<file path="src/rtl/safe_pkg.sv">
/*
 Package of the scanner front-end serial timing block: register map, field positions,
 reset values, timing counts and carrier types.
 Assumes a single master clock domain at 25 MHz.
*/
package safe_pkg;
	localparam logic [3:0] REG_SAMPLE_MODE = 4'h0;
	localparam logic [3:0] REG_RED_OFFSET = 4'h1;
	localparam logic [3:0] REG_LAST = 4'ha;
	localparam logic [7:0] RST_SAMPLE_MODE = 8'h62;
	localparam logic [7:0] RST_RED_OFFSET = 8'h00;
	localparam logic [7:0] RST_TEST1 = 8'h10;
	localparam logic [3:0] REG_TEST1 = 4'h9;
	localparam int BIT_DRIVER = 7;
	localparam int BIT_EDGE_SEL = 6;
	localparam int BIT_CDS_EN = 5;
	localparam int BIT_POLARITY = 4;
	localparam int BIT_CLAMP_TIMING = 3;
	localparam int BIT_REF_DELAY_HI = 2;
	localparam int BIT_REF_DELAY_LO = 1;
	localparam int BIT_POWER_DOWN = 0;
	localparam int FRAME_BITS = 13;
	localparam int OUT_BITS = 8;
	localparam int SAMPLE_WIDTH = 14;
	typedef struct packed {
		logic rd;
		logic [3:0] addr;
		logic [7:0] data;
	} safe_frame_t;
	typedef struct packed {
		logic sample_now;
		logic ref_now;
		logic ref_internal;
		logic clamp_active;
		logic clamp_to_neg;
	} safe_analog_t;
	typedef enum logic {SAFE_HI, SAFE_LO} safe_byte_t;
endpackage

</file>
<file path="src/rtl/safe_top.sv">
/*
 Serial-port register file, strobe timing and byte output of a three-channel front end.
 Assumes SCLK and SEN come from a slower external controller and are synchronised here;
 the conversion result arrives from the converter model on the master clock.
*/
// Operation
// - Input bit captured on shift-clock rise
// - Write frame stores data to register
// - Read frame returns register next enable-low
// - Output changes on falling shift edges
// - Shift while enable low; latch on rise
// - One conversion every two master clocks
// - Sample strobe samples next rising edge
// - Reference sampled one to four later
// - No CDS uses internal reference
// - Clamp plus sample ties inputs clamp
// - Result as high byte then low
// - Register zero layout, reset 62h
// - Delay field codes one to four
// - Edge select picks output edge
// - Polarity picks clamp reference
`timescale 1ns/100ps
`default_nettype none
module safe_top
	import safe_pkg::*;
(
	input wire logic CLOCK,
	input wire logic RESET,
	input wire logic SCLK,
	input wire logic SEN,
	input wire logic SERIAL_IN,
	output logic SERIAL_OUT,
	input wire logic SAMPLE_STROBE,
	input wire logic CLAMP_STROBE,
	input wire logic [13:0] CONV_DATA,
	input wire logic CONV_VALID,
	output logic CONV_READY,
	input wire logic BYTE_READY,
	output logic BYTE_VALID,
	output logic [7:0] PIXEL_BYTE_OUT,
	output logic BYTE_RISE_EDGE,
	output logic SAMPLE_NOW,
	output logic REF_NOW,
	output logic REF_INTERNAL,
	output logic CLAMP_ACTIVE,
	output logic CLAMP_TO_NEG,
	output logic POWER_DOWN,
	output logic SLOW_DRIVER
);
	function automatic logic [7:0] reg_reset(input logic [3:0] a);
		if (a == REG_SAMPLE_MODE)
			return RST_SAMPLE_MODE;
		else if (a == REG_TEST1)
			return RST_TEST1;
		return RST_RED_OFFSET;
	endfunction

	// Two-flop synchronisers for the serial pins
	logic [2:0] sclk_s_q, sclk_s_d, sen_s_q, sen_s_d;
	logic [1:0] sin_s_q, sin_s_d;
	always_comb begin
		sclk_s_d = {sclk_s_q[1:0], SCLK};
		sen_s_d = {sen_s_q[1:0], SEN};
		sin_s_d = {sin_s_q[0], SERIAL_IN};
	end
	always_ff @(posedge CLOCK) begin
		if (RESET) begin
			// Idle levels of both lines, so no false edge follows reset
			sclk_s_q <= 3'h7;
			sen_s_q <= 3'h7;
			sin_s_q <= 2'h0;
		end else begin
			sclk_s_q <= sclk_s_d;
			sen_s_q <= sen_s_d;
			sin_s_q <= sin_s_d;
		end
	end

	// Edge detectors behind the second flop
	logic sclk_rise, sclk_fall, sen_rise, sen_fall, sen_lo;
	assign sclk_rise = sclk_s_q[1] & ~sclk_s_q[2];
	assign sclk_fall = ~sclk_s_q[1] & sclk_s_q[2];
	assign sen_rise = sen_s_q[1] & ~sen_s_q[2];
	assign sen_fall = ~sen_s_q[1] & sen_s_q[2];
	assign sen_lo = ~sen_s_q[1];

	// Serial shift, register file, readback
	logic [7:0] regs_q [0:10];
	logic [7:0] regs_d [0:10];
	logic [12:0] shift_q, shift_d;
	logic [3:0] rd_addr_q, rd_addr_d;
	logic [7:0] out_sr_q, out_sr_d;
	logic [3:0] out_cnt_q, out_cnt_d;
	logic so_q, so_d;
	safe_frame_t frame;
	assign frame = safe_frame_t'(shift_q);
	always_comb begin
		shift_d = shift_q;
		rd_addr_d = rd_addr_q;
		out_sr_d = out_sr_q;
		out_cnt_d = out_cnt_q;
		so_d = so_q;
		for (int i = 0; i <= 10; i++)
			regs_d[i] = regs_q[i];
		if (sen_lo && sclk_rise)
			shift_d = {shift_q[11:0], sin_s_q[1]};
		if (sen_fall) begin
			out_sr_d = regs_q[rd_addr_q];
			out_cnt_d = 4'h0;
		end
		// Falls past the eighth leave the line at its last bit
		if (sen_lo && sclk_fall && out_cnt_q < 4'(OUT_BITS)) begin
			so_d = out_sr_q[7];
			out_sr_d = {out_sr_q[6:0], 1'b0};
			out_cnt_d = out_cnt_q + 4'h1;
		end
		// Addresses past the last register are dropped; reads fall back to register 0
		if (sen_rise) begin
			rd_addr_d = (frame.addr <= REG_LAST) ? frame.addr : REG_SAMPLE_MODE;
			if (!frame.rd && frame.addr <= REG_LAST)
				regs_d[frame.addr] = frame.data;
		end
	end
	always_ff @(posedge CLOCK) begin
		if (RESET) begin
			shift_q <= 13'h0000;
			rd_addr_q <= 4'h0;
			out_sr_q <= 8'h00;
			out_cnt_q <= 4'h8;
			so_q <= 1'b0;
			for (int i = 0; i <= 10; i++)
				regs_q[i] <= reg_reset(4'(i));
		end else begin
			shift_q <= shift_d;
			rd_addr_q <= rd_addr_d;
			out_sr_q <= out_sr_d;
			out_cnt_q <= out_cnt_d;
			so_q <= so_d;
			for (int i = 0; i <= 10; i++)
				regs_q[i] <= regs_d[i];
		end
	end
	assign SERIAL_OUT = so_q;

	logic [7:0] mode;
	assign mode = regs_q[REG_SAMPLE_MODE];
	assign POWER_DOWN = mode[BIT_POWER_DOWN];
	assign SLOW_DRIVER = mode[BIT_DRIVER];
	assign BYTE_RISE_EDGE = mode[BIT_EDGE_SEL];

	// Strobe timing: sample, reference and clamp
	safe_analog_t an_q, an_d;
	logic [2:0] ref_cnt_q, ref_cnt_d;
	logic clamp_pend_q, clamp_pend_d;
	always_comb begin
		an_d = '0;
		ref_cnt_d = ref_cnt_q;
		clamp_pend_d = clamp_pend_q;
		an_d.sample_now = SAMPLE_STROBE;
		// A new strobe reloads the slot count, code 00 lands one cycle after the sample
		if (SAMPLE_STROBE) begin
			clamp_pend_d = CLAMP_STROBE;
			ref_cnt_d = 3'({1'b0, mode[BIT_REF_DELAY_HI:BIT_REF_DELAY_LO]}) + 3'h1;
		end else if (ref_cnt_q != 3'h0) begin
			ref_cnt_d = ref_cnt_q - 3'h1;
		end
		an_d.ref_now = (ref_cnt_q == 3'h1);
		an_d.ref_internal = ~mode[BIT_CDS_EN];
		an_d.clamp_active = clamp_pend_d;
		an_d.clamp_to_neg = mode[BIT_POLARITY];
	end
	always_ff @(posedge CLOCK) begin
		if (RESET) begin
			an_q <= '0;
			ref_cnt_q <= 3'h0;
			clamp_pend_q <= 1'b0;
		end else begin
			an_q <= an_d;
			ref_cnt_q <= ref_cnt_d;
			clamp_pend_q <= clamp_pend_d;
		end
	end
	assign SAMPLE_NOW = an_q.sample_now;
	assign REF_NOW = an_q.ref_now;
	assign REF_INTERNAL = an_q.ref_internal;
	assign CLAMP_ACTIVE = an_q.clamp_active;
	assign CLAMP_TO_NEG = an_q.clamp_to_neg;

	// Two-entry result buffer
	logic [13:0] buf_q [0:1];
	logic [13:0] buf_d [0:1];
	logic [1:0] cnt_q, cnt_d;
	logic wp_q, wp_d, rp_q, rp_d;
	safe_byte_t half_q, half_d;
	logic push, pop;
	assign CONV_READY = (cnt_q != 2'h2);
	assign push = CONV_VALID & CONV_READY;
	assign BYTE_VALID = (cnt_q != 2'h0);
	// One word leaves per two clocks: popped on the low byte only
	assign pop = BYTE_VALID & BYTE_READY & (half_q == SAFE_LO);
	always_comb begin
		buf_d[0] = buf_q[0];
		buf_d[1] = buf_q[1];
		wp_d = wp_q;
		rp_d = rp_q;
		half_d = half_q;
		cnt_d = cnt_q;
		if (push) begin
			buf_d[wp_q] = CONV_DATA;
			wp_d = ~wp_q;
		end
		if (BYTE_VALID && BYTE_READY) begin
			case (half_q)
				SAFE_HI: half_d = SAFE_LO;
				SAFE_LO: half_d = SAFE_HI;
				default: half_d = SAFE_HI;
			endcase
		end
		if (pop)
			rp_d = ~rp_q;
		cnt_d = cnt_q + 2'(push) - 2'(pop);
	end
	always_ff @(posedge CLOCK) begin
		if (RESET) begin
			buf_q[0] <= 14'h0000;
			buf_q[1] <= 14'h0000;
			wp_q <= 1'b0;
			rp_q <= 1'b0;
			half_q <= SAFE_HI;
			cnt_q <= 2'h0;
		end else begin
			buf_q[0] <= buf_d[0];
			buf_q[1] <= buf_d[1];
			wp_q <= wp_d;
			rp_q <= rp_d;
			half_q <= half_d;
			cnt_q <= cnt_d;
		end
	end
	// High byte d13..d6, then d5..d0 with two low pins zero
	assign PIXEL_BYTE_OUT = (half_q == SAFE_HI) ? buf_q[rp_q][13:6] : {buf_q[rp_q][5:0], 2'b00};

	// Checks
	a_write_stores: assert property (@(posedge CLOCK) disable iff (RESET)
		sen_rise && !frame.rd && frame.addr == REG_SAMPLE_MODE |=> mode == $past(frame.data))
		else $error("write frame not stored");
	a_read_keeps: assert property (@(posedge CLOCK) disable iff (RESET)
		sen_rise && frame.rd |=> $stable(mode))
		else $error("read frame altered register");
	a_shift_gated: assert property (@(posedge CLOCK) disable iff (RESET)
		!sen_lo |=> $stable(shift_q))
		else $error("shift while enable high");
	a_out_fall_only: assert property (@(posedge CLOCK) disable iff (RESET)
		!sclk_fall |=> $stable(SERIAL_OUT))
		else $error("serial out changed off falling edge");
	a_sample_next: assert property (@(posedge CLOCK) disable iff (RESET)
		SAMPLE_STROBE |=> SAMPLE_NOW)
		else $error("sample not taken next edge");
	a_ref_delay: assert property (@(posedge CLOCK) disable iff (RESET)
		SAMPLE_STROBE && mode[2:1] == 2'b00 ##1 !SAMPLE_STROBE |=> REF_NOW)
		else $error("reference delay one wrong");
	a_clamp_level: assert property (@(posedge CLOCK) disable iff (RESET)
		SAMPLE_STROBE && CLAMP_STROBE |=> CLAMP_ACTIVE && CLAMP_TO_NEG == $past(mode[BIT_POLARITY]))
		else $error("clamp not applied");
	a_low_byte_pad: assert property (@(posedge CLOCK) disable iff (RESET)
		BYTE_VALID && half_q == SAFE_LO |-> PIXEL_BYTE_OUT[1:0] == 2'b00)
		else $error("low byte pins not zero");
	a_cds_ref: assert property (@(posedge CLOCK) disable iff (RESET)
		##1 REF_INTERNAL == !$past(mode[BIT_CDS_EN]))
		else $error("internal reference select wrong");
	a_write_red: assert property (@(posedge CLOCK) disable iff (RESET)
		sen_rise && !frame.rd && frame.addr == REG_RED_OFFSET |=> regs_q[REG_RED_OFFSET] == $past(frame.data))
		else $error("offset write not stored");
	a_addr_refused: assert property (@(posedge CLOCK) disable iff (RESET)
		sen_rise && frame.addr > REG_LAST |=> rd_addr_q == REG_SAMPLE_MODE)
		else $error("out of range address not refused");
	a_out_hold: assert property (@(posedge CLOCK) disable iff (RESET)
		sen_lo && sclk_fall && out_cnt_q == 4'(OUT_BITS) |=> $stable(SERIAL_OUT))
		else $error("serial out moved after eight bits");
	a_ref_code_one: assert property (@(posedge CLOCK) disable iff (RESET)
		SAMPLE_STROBE && mode[BIT_REF_DELAY_HI:BIT_REF_DELAY_LO] == 2'b01 ##1 !SAMPLE_STROBE [*2] |=> REF_NOW)
		else $error("reference delay two wrong");
	a_ref_code_two: assert property (@(posedge CLOCK) disable iff (RESET)
		SAMPLE_STROBE && mode[BIT_REF_DELAY_HI:BIT_REF_DELAY_LO] == 2'b10 ##1 !SAMPLE_STROBE [*3] |=> REF_NOW)
		else $error("reference delay three wrong");
	a_ref_code_three: assert property (@(posedge CLOCK) disable iff (RESET)
		SAMPLE_STROBE && mode[BIT_REF_DELAY_HI:BIT_REF_DELAY_LO] == 2'b11 ##1 !SAMPLE_STROBE [*4] |=> REF_NOW)
		else $error("reference delay four wrong");
	a_clamp_hold: assert property (@(posedge CLOCK) disable iff (RESET)
		!SAMPLE_STROBE |=> $stable(CLAMP_ACTIVE))
		else $error("clamp changed without strobe");
	a_clamp_release: assert property (@(posedge CLOCK) disable iff (RESET)
		SAMPLE_STROBE && !CLAMP_STROBE |=> !CLAMP_ACTIVE)
		else $error("clamp not released");
	a_pop_spacing: assert property (@(posedge CLOCK) disable iff (RESET)
		pop |=> !pop)
		else $error("words popped on adjacent clocks");
	a_byte_hold: assert property (@(posedge CLOCK) disable iff (RESET)
		BYTE_VALID && !BYTE_READY |=> $stable(PIXEL_BYTE_OUT))
		else $error("byte changed while stalled");
endmodule // safe_top
`default_nettype wire

</file>
<file path="config.mk">
export PLATFORM = sky130hd
export DESIGN_NAME = safe_top
export DESIGN_NICKNAME = d
export VERILOG_FILES = /design/src/rtl/safe_pkg.sv /design/src/rtl/safe_top.sv
export SDC_FILE = /design/constraint.sdc
export NUM_CORES = 1
export LEC_CHECK = 0
export ABC_AREA = 1
export ABC_CLOCK_PERIOD_IN_PS = 2000
export BUFFER_PORTS_ARGS = -buffer_cell sky130_fd_sc_hd__buf_4
export CELL_PAD_IN_SITES_DETAIL_PLACEMENT = 1
export CELL_PAD_IN_SITES_GLOBAL_PLACEMENT = 1
export CORE_ASPECT_RATIO = 0.6
export CORE_MARGIN = 3
export CORE_UTILIZATION = 45
export CTS_CLUSTER_SIZE = 10
export DETAILED_ROUTE_END_ITERATION = 8
export GPL_TIMING_DRIVEN = 1
export PLACE_DENSITY_LB_ADDON = 0.1
export SLEW_MARGIN = 5
export SYNTH_ARGS = -nofsm -noshare
export SYNTH_HDL_FRONTEND = slang
export SYNTH_SLANG_ARGS = --single-unit
</file>
<file path="constraint.sdc">
create_clock -name CLOCK -period 2 [get_ports CLOCK]
set_clock_uncertainty 0.15 [all_clocks]
set_input_delay 0.3 -clock CLOCK [delete_from_list [all_inputs] [get_ports CLOCK]]
set_output_delay 0.3 -clock CLOCK [all_outputs]
set_load 0.01 [all_outputs]
</file>
==> results of run 1 <==
[flip-flops by register name, summed over array words and instances, names as in the netlist, 2 cells and up, named ones only]
| signal | flops |
|---|---|
| regs_q | 88 |
| buf_q | 28 |
| frame | 13 |
| out_sr_q | 8 |
| out_cnt_q | 4 |
| rd_addr_q | 4 |
| ref_cnt_q | 3 |
| sclk_s_q | 3 |
| sen_s_q | 3 |
| cnt_q | 2 |
| sin_s_q | 2 |
[synth_stat cells (all sizes together), types with 2 or more instances]
library cell	count
a21oi	154
buf	22
clkbuf	38
clkinv	2
dfxtp	172
ha	7
inv	85
nand2	118
nand3	52
nor2	76
o211ai	6
o21ai	167
o22ai	11
or2	6
[through the flow]
step                instance area [sq um]  TNS, ns  setup WS, ns  total power, mW  hold WS (ns)
finish                               8420        0        0.0780             7.75        0.0187
global placement                     7590        0         0.148             4.22         0.247
global route                         8420  -0.0492       -0.0162             8.01        0.0208
CTS                                  8370        0        0.0526             7.77       0.00245
floorplan                            7010        0         0.173             3.98         0.238
detailed placement                   7590        0        0.0719             4.26         0.245
[power by group through the flow]
stage / clock [mW] / sequential (mW) / combinational [mW]
2_1_floorplan: 0 / 3.65 / 0.333
3_3_place_gp: 0 / 3.66 / 0.558
3_5_place_dp: 0 / 3.67 / 0.590
4_1_cts: 3.56 / 3.59 / 0.627
5_1_grt: 3.70 / 3.60 / 0.714
6_report: 3.52 / 3.60 / 0.643
[critical path, delay by kind of cell, from the launching register on]
kind / cells / cell delay [ns]
buffers and inverters: 3 / 0.44
DFF: 1 / 0.35
AOI/OAI and AO/OA: 2 / 0.25
[layout make-up]
class,count,area (sq um),area share
sequential,172,3450,0.409
multi-input combinational,603,2990,0.355
timing repair buffer,88,788,0.0937
clock buffer,19,443,0.0526
inverter,87,327,0.0388
tap,198,248,0.0294
clock inverter,13,178,0.0211
[metal layers]
| layer | global-route usage | wire (um) |
|---|---|---|
| met3 | 0.0467 | 1010 |
| met4 | 0.0760 | 226 |
| met2 | 0.427 | 10300 |
| met1 | 0.366 | 11000 |
| met5 | 0 | 0 |
[cells by family (layout without fill, tap and decap cells)]
| group | count (synthesis) | count (layout) |
|---|---|---|
| AO/OA/AOI/OAI | 339 | 339 |
| XOR/XNOR | 2 | 2 |
| adder cells (fa/ha/maj) | 7 | 7 |
| buffers and inverters | 147 | 207 |
| flip-flops | 172 | 172 |
| AND/OR/NAND/NOR | 255 | 255 |
[worst paths after layout]
kind | start | end
worst min-delay path | BYTE_READY | half_q$_SDFFE_PP0N_
worst max-delay path | half_q$_SDFFE_PP0N_ | PIXEL_BYTE_OUT[2]
worst max register to register | cnt_q[1]$_SDFF_PP0_ | cnt_q[1]$_SDFF_PP0_
worst min register to register | sen_s_q[0]$_SDFF_PP1_ | sen_s_q[1]$_SDFF_PP1_
[repair_timing]
action,4_1_cts,5_1_grt
setup endpoints to repair,0,6
hold buffers,16,0
buffers inserted,0,1
gates resized for setup,0,7
hold endpoints to repair,16,0
==> impl_metrics.csv, run 1 <==
group,metric,value,unit
run_status,outcome,"completed",
sta,maxSlewViolCount,0,
power_and_ir_drop,clock_power_share,0.453,
worst_setup_path,cpMaxStageDelayCell,"dfxtp_1",
hold_path,hold_path.class,"primary input to register",
route,via_count,6604,
yosys,synth_top_family_by_area,"compound AO/OA/AOI/OAI gates",
worst_setup_path,cp-end-kind,"output port",
floorplanning,core,14800,sq um
global_routing,overflow,0,
final_layout,fin_util,0.567,
worst_setup_path,max_stage_delay,0.35,ns
yosys,syn-cell-area,7010,sq um
yosys,synth_compound_area_frac,0.247,
final_layout,fillers,1823,
cts,cts-root-buf,"clkbuf_16",
global_routing,grt_antenna_before_repair,0,
worst_setup_path,crit_type,"register to output port",
sta,clock.fmax,520,MHz
yosys,synthXorXnorAreaFrac,0.00250,
sta,setup_viol_count_final,0,
yosys,yosys.area_share.adder,0.0125,
sta,relSlewSlack,0.609,
cts,cts_buffers,17,
job,maxCapViolations,0,
route,route.detailed.drc,0,
worst_setup_path,cp_data_required_time,1.55,ns
power_and_ir_drop,ir_worst_vdd,0.576,mV
route,drtIter0Drc,520,
cts,cts_tree,"built",
cts,path_clk_slew,0.07,ns
cts,clk_latency,0.43,ns
final_layout,final_cell_mix,"dfxtp_1, o21ai_0, a21oi_1",
worst_setup_path,cp_data_arrival_time,1.47,ns
yosys,synth_top_area_frac,0.491,
route,wl,22500,um
power_and_ir_drop,p_comb_frac,0.083,
final_layout,layout-drive-gt1-share,0.140,
placement,gp_congestion,0.828,
cts,cts_sinks,172,
yosys,ys_async_sr_fraction,0,
route,wire_per_inst,19.1,um
sta,finalHoldViolCount,0,
worst_setup_path,crit_chain,"inv_1 -> buf_4 -> o21ai_0 -> o22ai_1 -> buf_4",
placement,hpwl,15000,um
worst_setup_path,reg2reg_depth,9,
worst_setup_path,cpMostUsedCell,"buf_4",
power_and_ir_drop,internal-power,5.84,mW
global_routing,grt_pass1_vias,6886,
cts,ctsLongestPathBuffers,2,
final_layout,stdcell_count,1180,
route,drtAntennaViolNets,0,
yosys,synth_seq_cells,172,
floorplanning,start_util,0.472,
final_layout,final_nets,999,
power_and_ir_drop,p_switching,1.92,mW
worst_setup_path,worst_setup_path_start_kind,"register",
sta,post-route-period-util,0.961,
floorplanning,fp.dieW,167,um
hold_path,worstHoldPathCells,3,
global_routing,grt_usage,0.263,
placement,dp_cells,1131,
power_and_ir_drop,leakagePower,3.36,nW
sta,rsz0062_at_grt,"true",
yosys,ys_top_cells_by_area,"dfxtp_1, o21ai_0, a21oi_1",
sta,worst_slew_pin_slew,0.586,ns
yosys,yosys_warnings,0,
route,drt_first_pass_iters,4,
worst_setup_path,r2r_slack,0.11,ns
global_routing,grt_pass1_wl,36000,um
yosys,synth_cell_types,28,
yosys,seq_area_frac_synth,0.491,
yosys,synth_top_area_cell,"dfxtp_1",
worst_setup_path,crit_fanout,9,
sta,layout_min_cycle_time,1.92,ns
floorplanning,die_h,103,um
power_and_ir_drop,swShare,0.247,
yosys,ys.flop_type,"dfxtp_1",
global_routing,grt_max_degree,32,
yosys,synth-edff-count,0,
cts,htree_num_levels,4,
power_and_ir_drop,p_per_area,921,nW/um^2
yosys,syn_avg_cell_area,7.60,sq um
yosys,syn_inst,922,
power_and_ir_drop,pwr-share-seq,0.464,
final_layout,final_common_cell,"dfxtp_1",
floorplanning,pin_count,42,
final_layout,syn2layout_area_growth,20.1,%
floorplanning,die_area,17200,sq um
route,post_drt_via_cell_ratio,5.60,
final_layout,num_antenna_cells,0,
yosys,synth_simple_gate_area_frac,0.162,
placement,io_buffers,41,
yosys,syn-num-nets,952,
yosys,synth_mux_area_frac,0,
floorplanning,rows,34,
Power figures use the tool's default switching activity.
==> run 2, diff against run 1 <==
- CTS_BUF_LIST: default -> sky130_fd_sc_hd__clkbuf_16
==> run 2 against run 1 <==
  * Combinational power about the same
  * Clock-buffer cell count down 2
  * Via count about the same
  * Power down 0.45%
  * Setup slack worse by 0.0057 ns
  * Highest routed layer unchanged
  * Utilization down 0.067 points
  * Sequential share of layout area about the same
  * Die area unchanged
  * Hold slack worse by 0.0031 ns
==> impl_metrics.csv, run 2 (synthesis gave the netlist of run 1 again) <==
group,metric,value,unit
worst_setup_path,crit_type,"register to output port",
floorplanning,core,14800,sq um
hold_path,min-delay-start,"BYTE_READY",
final_layout,fin_util,0.566,
worst_setup_path,cp-end-kind,"output port",
hold_path,hold_end,"half_q$_SDFFE_PP0N_",
final_layout,final_common_cell,"dfxtp_1",
cts,cts-root-buf,"clkbuf_16",
global_routing,grt_usage,0.263,
global_routing,grt_pass1_vias,6870,
final_layout,top_register,"regs_q",
power_and_ir_drop,leakagePower,3.36,nW
worst_setup_path,max_stage_delay,0.31,ns
worst_setup_path,crit_fanout,12,
worst_setup_path,cp_data_arrival_time,1.48,ns
sta,finalHoldViolCount,0,
sta,relSlewSlack,0.607,
placement,dp_cells,1131,
placement,gp_congestion,0.828,
placement,preCtsSetupSlack,0.0719,ns
route,route.detailed.drc,0,
cts,htree_num_levels,4,
final_layout,stdcell_count,1180,
route,drtIter0Drc,491,
worst_setup_path,reg2reg_depth,9,
final_layout,fillers,1823,
global_routing,grt_max_degree,32,
worst_setup_path,crit_chain,"inv_1 -> o21ai_0 -> o22ai_1 -> buf_4",
route,drt_first_pass_iters,5,
placement,hpwl,15000,um
final_layout,multi_input_area,2990,sq um
final_layout,final_cell_mix,"dfxtp_1, o21ai_0, a21oi_1",
run_status,outcome,"completed",
sta,tns,0,ns
floorplanning,die_h,103,um
floorplanning,fp.dieW,167,um
hold_path,worstHoldPathCells,3,
route,via_count,6606,
cts,path_clk_slew,0.07,ns
power_and_ir_drop,ir_worst_vdd,0.580,mV
sta,worst_slew_pin_slew,0.590,ns
worst_setup_path,cp_data_required_time,1.55,ns
job,maxCapViolations,0,
floorplanning,start_util,0.472,
floorplanning,pin_count,42,
placement,io_buffers,41,
route,wl,22500,um
final_layout,final_nets,999,
placement,place_area,7590,sq um
final_layout,seq_area,3450,sq um
power_and_ir_drop,p_per_area,918,nW/um^2
global_routing,grt_antenna_before_repair,0,
sta,setup_viol_count_final,0,
sta,rsz0062_at_grt,"true",
global_routing,overflow,0,
cts,cts_buffers,17,
route,post_drt_via_cell_ratio,5.60,
cts,cts_sinks,172,
sta,post-route-period-util,0.964,
worst_setup_path,cpMaxStageDelayCell,"dfxtp_1",
hold_path,hold_path.class,"primary input to register",
power_and_ir_drop,total_power,7.72,mW
route,drtAntennaViolNets,0,
worst_setup_path,worst_setup_path_start_kind,"register",
worst_setup_path,crit-reg2reg-capture,"cnt_q[1]$_SDFF_PP0_",
floorplanning,die_area,17200,sq um
route,wire_per_inst,19.1,um
final_layout,layout-drive-gt1-share,0.138,
sta,whs,0.0155,ns
worst_setup_path,r2r_slack,0.11,ns
final_layout,top_regs,"regs_q x88, buf_q x28, frame x13",
sta,maxSlewViolCount,0,
global_routing,grt_pass1_wl,36000,um
final_layout,syn2layout_area_growth,20.0,%
cts,cts_tree,"built",
final_layout,num_antenna_cells,0,
cts,ctsLongestPathBuffers,2,
floorplanning,rows,34,
sta,clock.fmax,519,MHz
sta,layout_min_cycle_time,1.93,ns
final_layout,largest_reg_flops,88,
worst_setup_path,reg2reg_from,"cnt_q[1]$_SDFF_PP0_",
final_layout,fin_area,8410,sq um
sta,final.setup.worst_slack,0.0724,ns
cts,clk_latency,0.43,ns
[run 2: cell count changes in the layout (fill, tap and decap cells not counted), sizes merged]
cell and change:
inv +1, clkinv +1, clkbuf -2
[run 2: per-layer routing]
layer  vias up  share of wire  global-route usage
met5         -              0                   0
met4         0         0.0095              0.0760
met3        25          0.048              0.0464
met2       138           0.45               0.426
met1      3275           0.49               0.367
li1       3168              -                   -
[run 2: worst max-delay path by stage]
stage,to,slack (ns)
floorplan,cnt_q[1]$_SDFF_PP0_,0.17
global placement,cnt_q[1]$_SDFF_PP0_,0.15
detailed placement,cnt_q[1]$_SDFF_PP0_,0.07
CTS,cnt_q[1]$_SDFF_PP0_,0.05
global route,PIXEL_BYTE_OUT[2],-0.02
finish,PIXEL_BYTE_OUT[2],0.07
[run 2: worst max-delay path: cells and delay by family (launching register included)]
kind	cells	cell delay [ns]
DFF	1	0.31
buffers and inverters	2	0.46
AOI/OAI and AO/OA	2	0.29
[run 2: report_power, final]
group,switching [mW],internal (mW)
combinational,0.370,0.274
sequential,0.0663,3.53
clock,1.49,1.99
total,1.93,5.79
[run 2: repair_timing]
action / CTS / global route
endpoints found under the setup margin: 0 / 6
hold endpoints to repair: 16 / 0
resized for setup: 0 / 7
buffers inserted: 0 / 1
hold buffers: 16 / 0
[run 2: cell type report]
cell class / instances / area share
clock buffer: 17 / 0.0506
tap: 198 / 0.0295
multi-input combinational: 603 / 0.355
clock inverter: 15 / 0.0220
sequential: 172 / 0.410
timing repair buffer: 88 / 0.0938
inverter: 87 / 0.0388
==> run 3, diff against run 2 <==
- BUFFER_PORTS_ARGS: -buffer_cell sky130_fd_sc_hd__buf_4 -> -buffer_cell sky130_fd_sc_hd__buf_2
- CORE_MARGIN: 3 -> default
==> run 3 against run 2 <==
  * Non-clock buffer count shrank 6
  * Final area is 2.6% lower
  * Critical path depth stayed put
  * Maximum frequency decreased by 0.64%
  * Die area fell by 6.2%
  * Setup slack lost 0.012 ns
  * Critical endpoint is now PIXEL_BYTE_OUT[7]
==> impl_metrics.csv, run 3 (synthesis gave the netlist of run 1 again) <==
group,metric,value,unit
cts,cts_buffers,17,
power_and_ir_drop,pwr-share-seq,0.484,
cts,cts_sinks,172,
sta,relSlewSlack,0.607,
sta,maxSlewViolCount,0,
sta,rsz0062_at_grt,"true",
final_layout,fillers,1864,
worst_setup_path,r2r_slack,0.07,ns
worst_setup_path,crit_fanout,6,
worst_setup_path,cp_data_required_time,1.55,ns
floorplanning,fp.dieW,163,um
worst_setup_path,reg2reg_depth,9,
global_routing,grt_pass1_wl,35500,um
worst_setup_path,crit_type,"register to output port",
worst_setup_path,worst_setup_path_start_kind,"register",
cts,clk_latency,0.43,ns
route,wl,22400,um
route,via_count,6652,
cts,cts-root-buf,"clkbuf_16",
power_and_ir_drop,swShare,0.258,
final_layout,top_regs,"regs_q x88, buf_q x28, frame x13",
floorplanning,core,14800,sq um
sta,layout_min_cycle_time,1.94,ns
power_and_ir_drop,p_switching,1.91,mW
worst_setup_path,crit_chain,"clkinvlp_4 -> o21ai_0 -> o22ai_1 -> buf_2",
worst_setup_path,cpMaxStageDelayCell,"dfxtp_2",
worst_setup_path,reg2reg_from,"cnt_q[1]$_SDFF_PP0_",
final_layout,fin_util,0.551,
power_and_ir_drop,clock_power_share,0.436,
cts,cts_tree,"built",
final_layout,largest_reg_flops,88,
power_and_ir_drop,ir_worst_vdd,0.493,mV
route,wire_per_inst,19.1,um
run_status,outcome,"completed",
route,drt_first_pass_iters,5,
final_layout,final_common_cell,"dfxtp_1",
global_routing,overflow,0,
sta,finalHoldViolCount,0,
worst_setup_path,max_stage_delay,0.42,ns
worst_setup_path,crit-reg2reg-capture,"cnt_q[1]$_SDFF_PP0_",
final_layout,layout-drive-gt1-share,0.136,
power_and_ir_drop,p_per_area,905,nW/um^2
route,drtIter0Drc,476,
cts,htree_num_levels,4,
job,maxCapViolations,0,
global_routing,grt_pass1_vias,6710,
final_layout,num_antenna_cells,0,
power_and_ir_drop,p_comb_frac,0.080,
placement,io_buffers,41,
placement,gp_congestion,0.838,
floorplanning,die_h,98.7,um
final_layout,final_nets,994,
sta,setup_viol_count_final,0,
global_routing,grt_usage,0.286,
placement,place_area,7440,sq um
route,route.detailed.drc,0,
power_and_ir_drop,leakagePower,3.28,nW
global_routing,grt_max_degree,43,
worst_setup_path,cp-end-kind,"output port",
worst_setup_path,cp_data_arrival_time,1.49,ns
floorplanning,rows,34,
route,drtAntennaViolNets,0,
cts,ctsLongestPathBuffers,2,
power_and_ir_drop,internal-power,5.50,mW
worst_setup_path,worstSetupEndpoint,"PIXEL_BYTE_OUT[7]",
sta,clock.fmax,515,MHz
floorplanning,die_area,16100,sq um
route,post_drt_via_cell_ratio,5.66,
hold_path,hold_path.class,"primary input to register",
floorplanning,start_util,0.472,
placement,hpwl,14900,um
final_layout,top_register,"regs_q",
final_layout,fin_area,8190,sq um
final_layout,final_cell_mix,"dfxtp_1, o21ai_0, a21oi_1",
sta,worst_slew_pin_slew,0.589,ns
final_layout,syn2layout_area_growth,16.8,%
cts,path_clk_slew,0.07,ns
sta,post-route-period-util,0.970,
global_routing,grt_antenna_before_repair,0,
floorplanning,pin_count,42,
## run 3: changes by cell type in the layout (fill, tap and decap cells not counted), sizes merged
cell and delta:
clkinv +3, dlygate4sd3 -1, bufinv -2, buf -5
inv -2, clkinvlp +2
## run 3: per-stage QoR
| stage | total power [mW] | setup TNS (ns) | hold WS [ns] | worst slack (ns) | cells |
|---|---|---|---|---|---|
| detailed placement | 4.21 | 0 | 0.256 | 0.0803 | 1127 |
| CTS | 7.42 | 0 | 0.00838 | 0.0611 | 1174 |
| global placement | 4.17 | 0 | 0.251 | 0.159 | 1127 |
| finish | 7.41 | 0 | 0.00948 | 0.0600 | 1175 |
| floorplan | 3.98 | 0 | 0.238 | 0.173 | 922 |
| global route | 7.66 | -0.0290 | 0.0260 | -0.0290 | 1175 |
## run 3: area by class of cell
class	instances	area (sq um)	share of cell area
timing repair buffer	82	604	0.0738
sequential	172	3450	0.421
clock inverter	15	138	0.0168
multi-input combinational	603	2990	0.365
tap	198	248	0.0303
timing repair inverter	1	7.51	0.000917
clock buffer	17	425	0.0520
inverter	87	330	0.0403
## run 3: metal layers
layer / GRT usage / vias to the layer above / routed length (um)
li1: - / 3157 / -
met1: 0.403 / 3273 / 10800
met2: 0.442 / 193 / 10000
met3: 0.0518 / 29 / 1320
met4: 0.0956 / 0 / 299
met5: 0 / - / 0
## run 3: how the worst min path moves through the flow
stage	cells past startpoint	start	endpoint
finish	3	CONV_DATA[10]	buf_q[1][10]$_SDFFE_PP0P_
global route	3	CONV_DATA[10]	buf_q[1][10]$_SDFFE_PP0P_
CTS	3	CONV_DATA[10]	buf_q[1][10]$_SDFFE_PP0P_
detailed placement	1	sen_s_q[0]$_SDFF_PP1_	sen_s_q[1]$_SDFF_PP1_
global placement	1	sclk_s_q[0]$_SDFF_PP1_	sclk_s_q[1]$_SDFF_PP1_
floorplan	2	sin_s_q[0]$_SDFF_PP0_	sin_s_q[1]$_SDFF_PP0_
## run 3: power groups by stage
| stage | combinational (mW) | sequential (mW) | clock (mW) |
|---|---|---|---|
| finish | 0.591 | 3.59 | 3.23 |
| global route | 0.658 | 3.60 | 3.40 |
| CTS | 0.576 | 3.59 | 3.26 |
| detailed placement | 0.544 | 3.66 | 0 |
| global placement | 0.516 | 3.66 | 0 |
| floorplan | 0.333 | 3.65 | 0 |
## run 3: what timing repair did
action,CTS,global route
endpoints found under the setup margin,0,5
setup buffers,0,0
resized for setup,0,11
endpoints found under the hold margin,15,0
hold buffers,15,0
## run 3: critical path: cells and delay by family (launching register included)
| family | cells | cell delay [ns] |
|---|---|---|
| buffers and inverters | 2 | 0.34 |
| AO/OA/AOI/OAI | 2 | 0.30 |
| flip-flops | 1 | 0.42 |
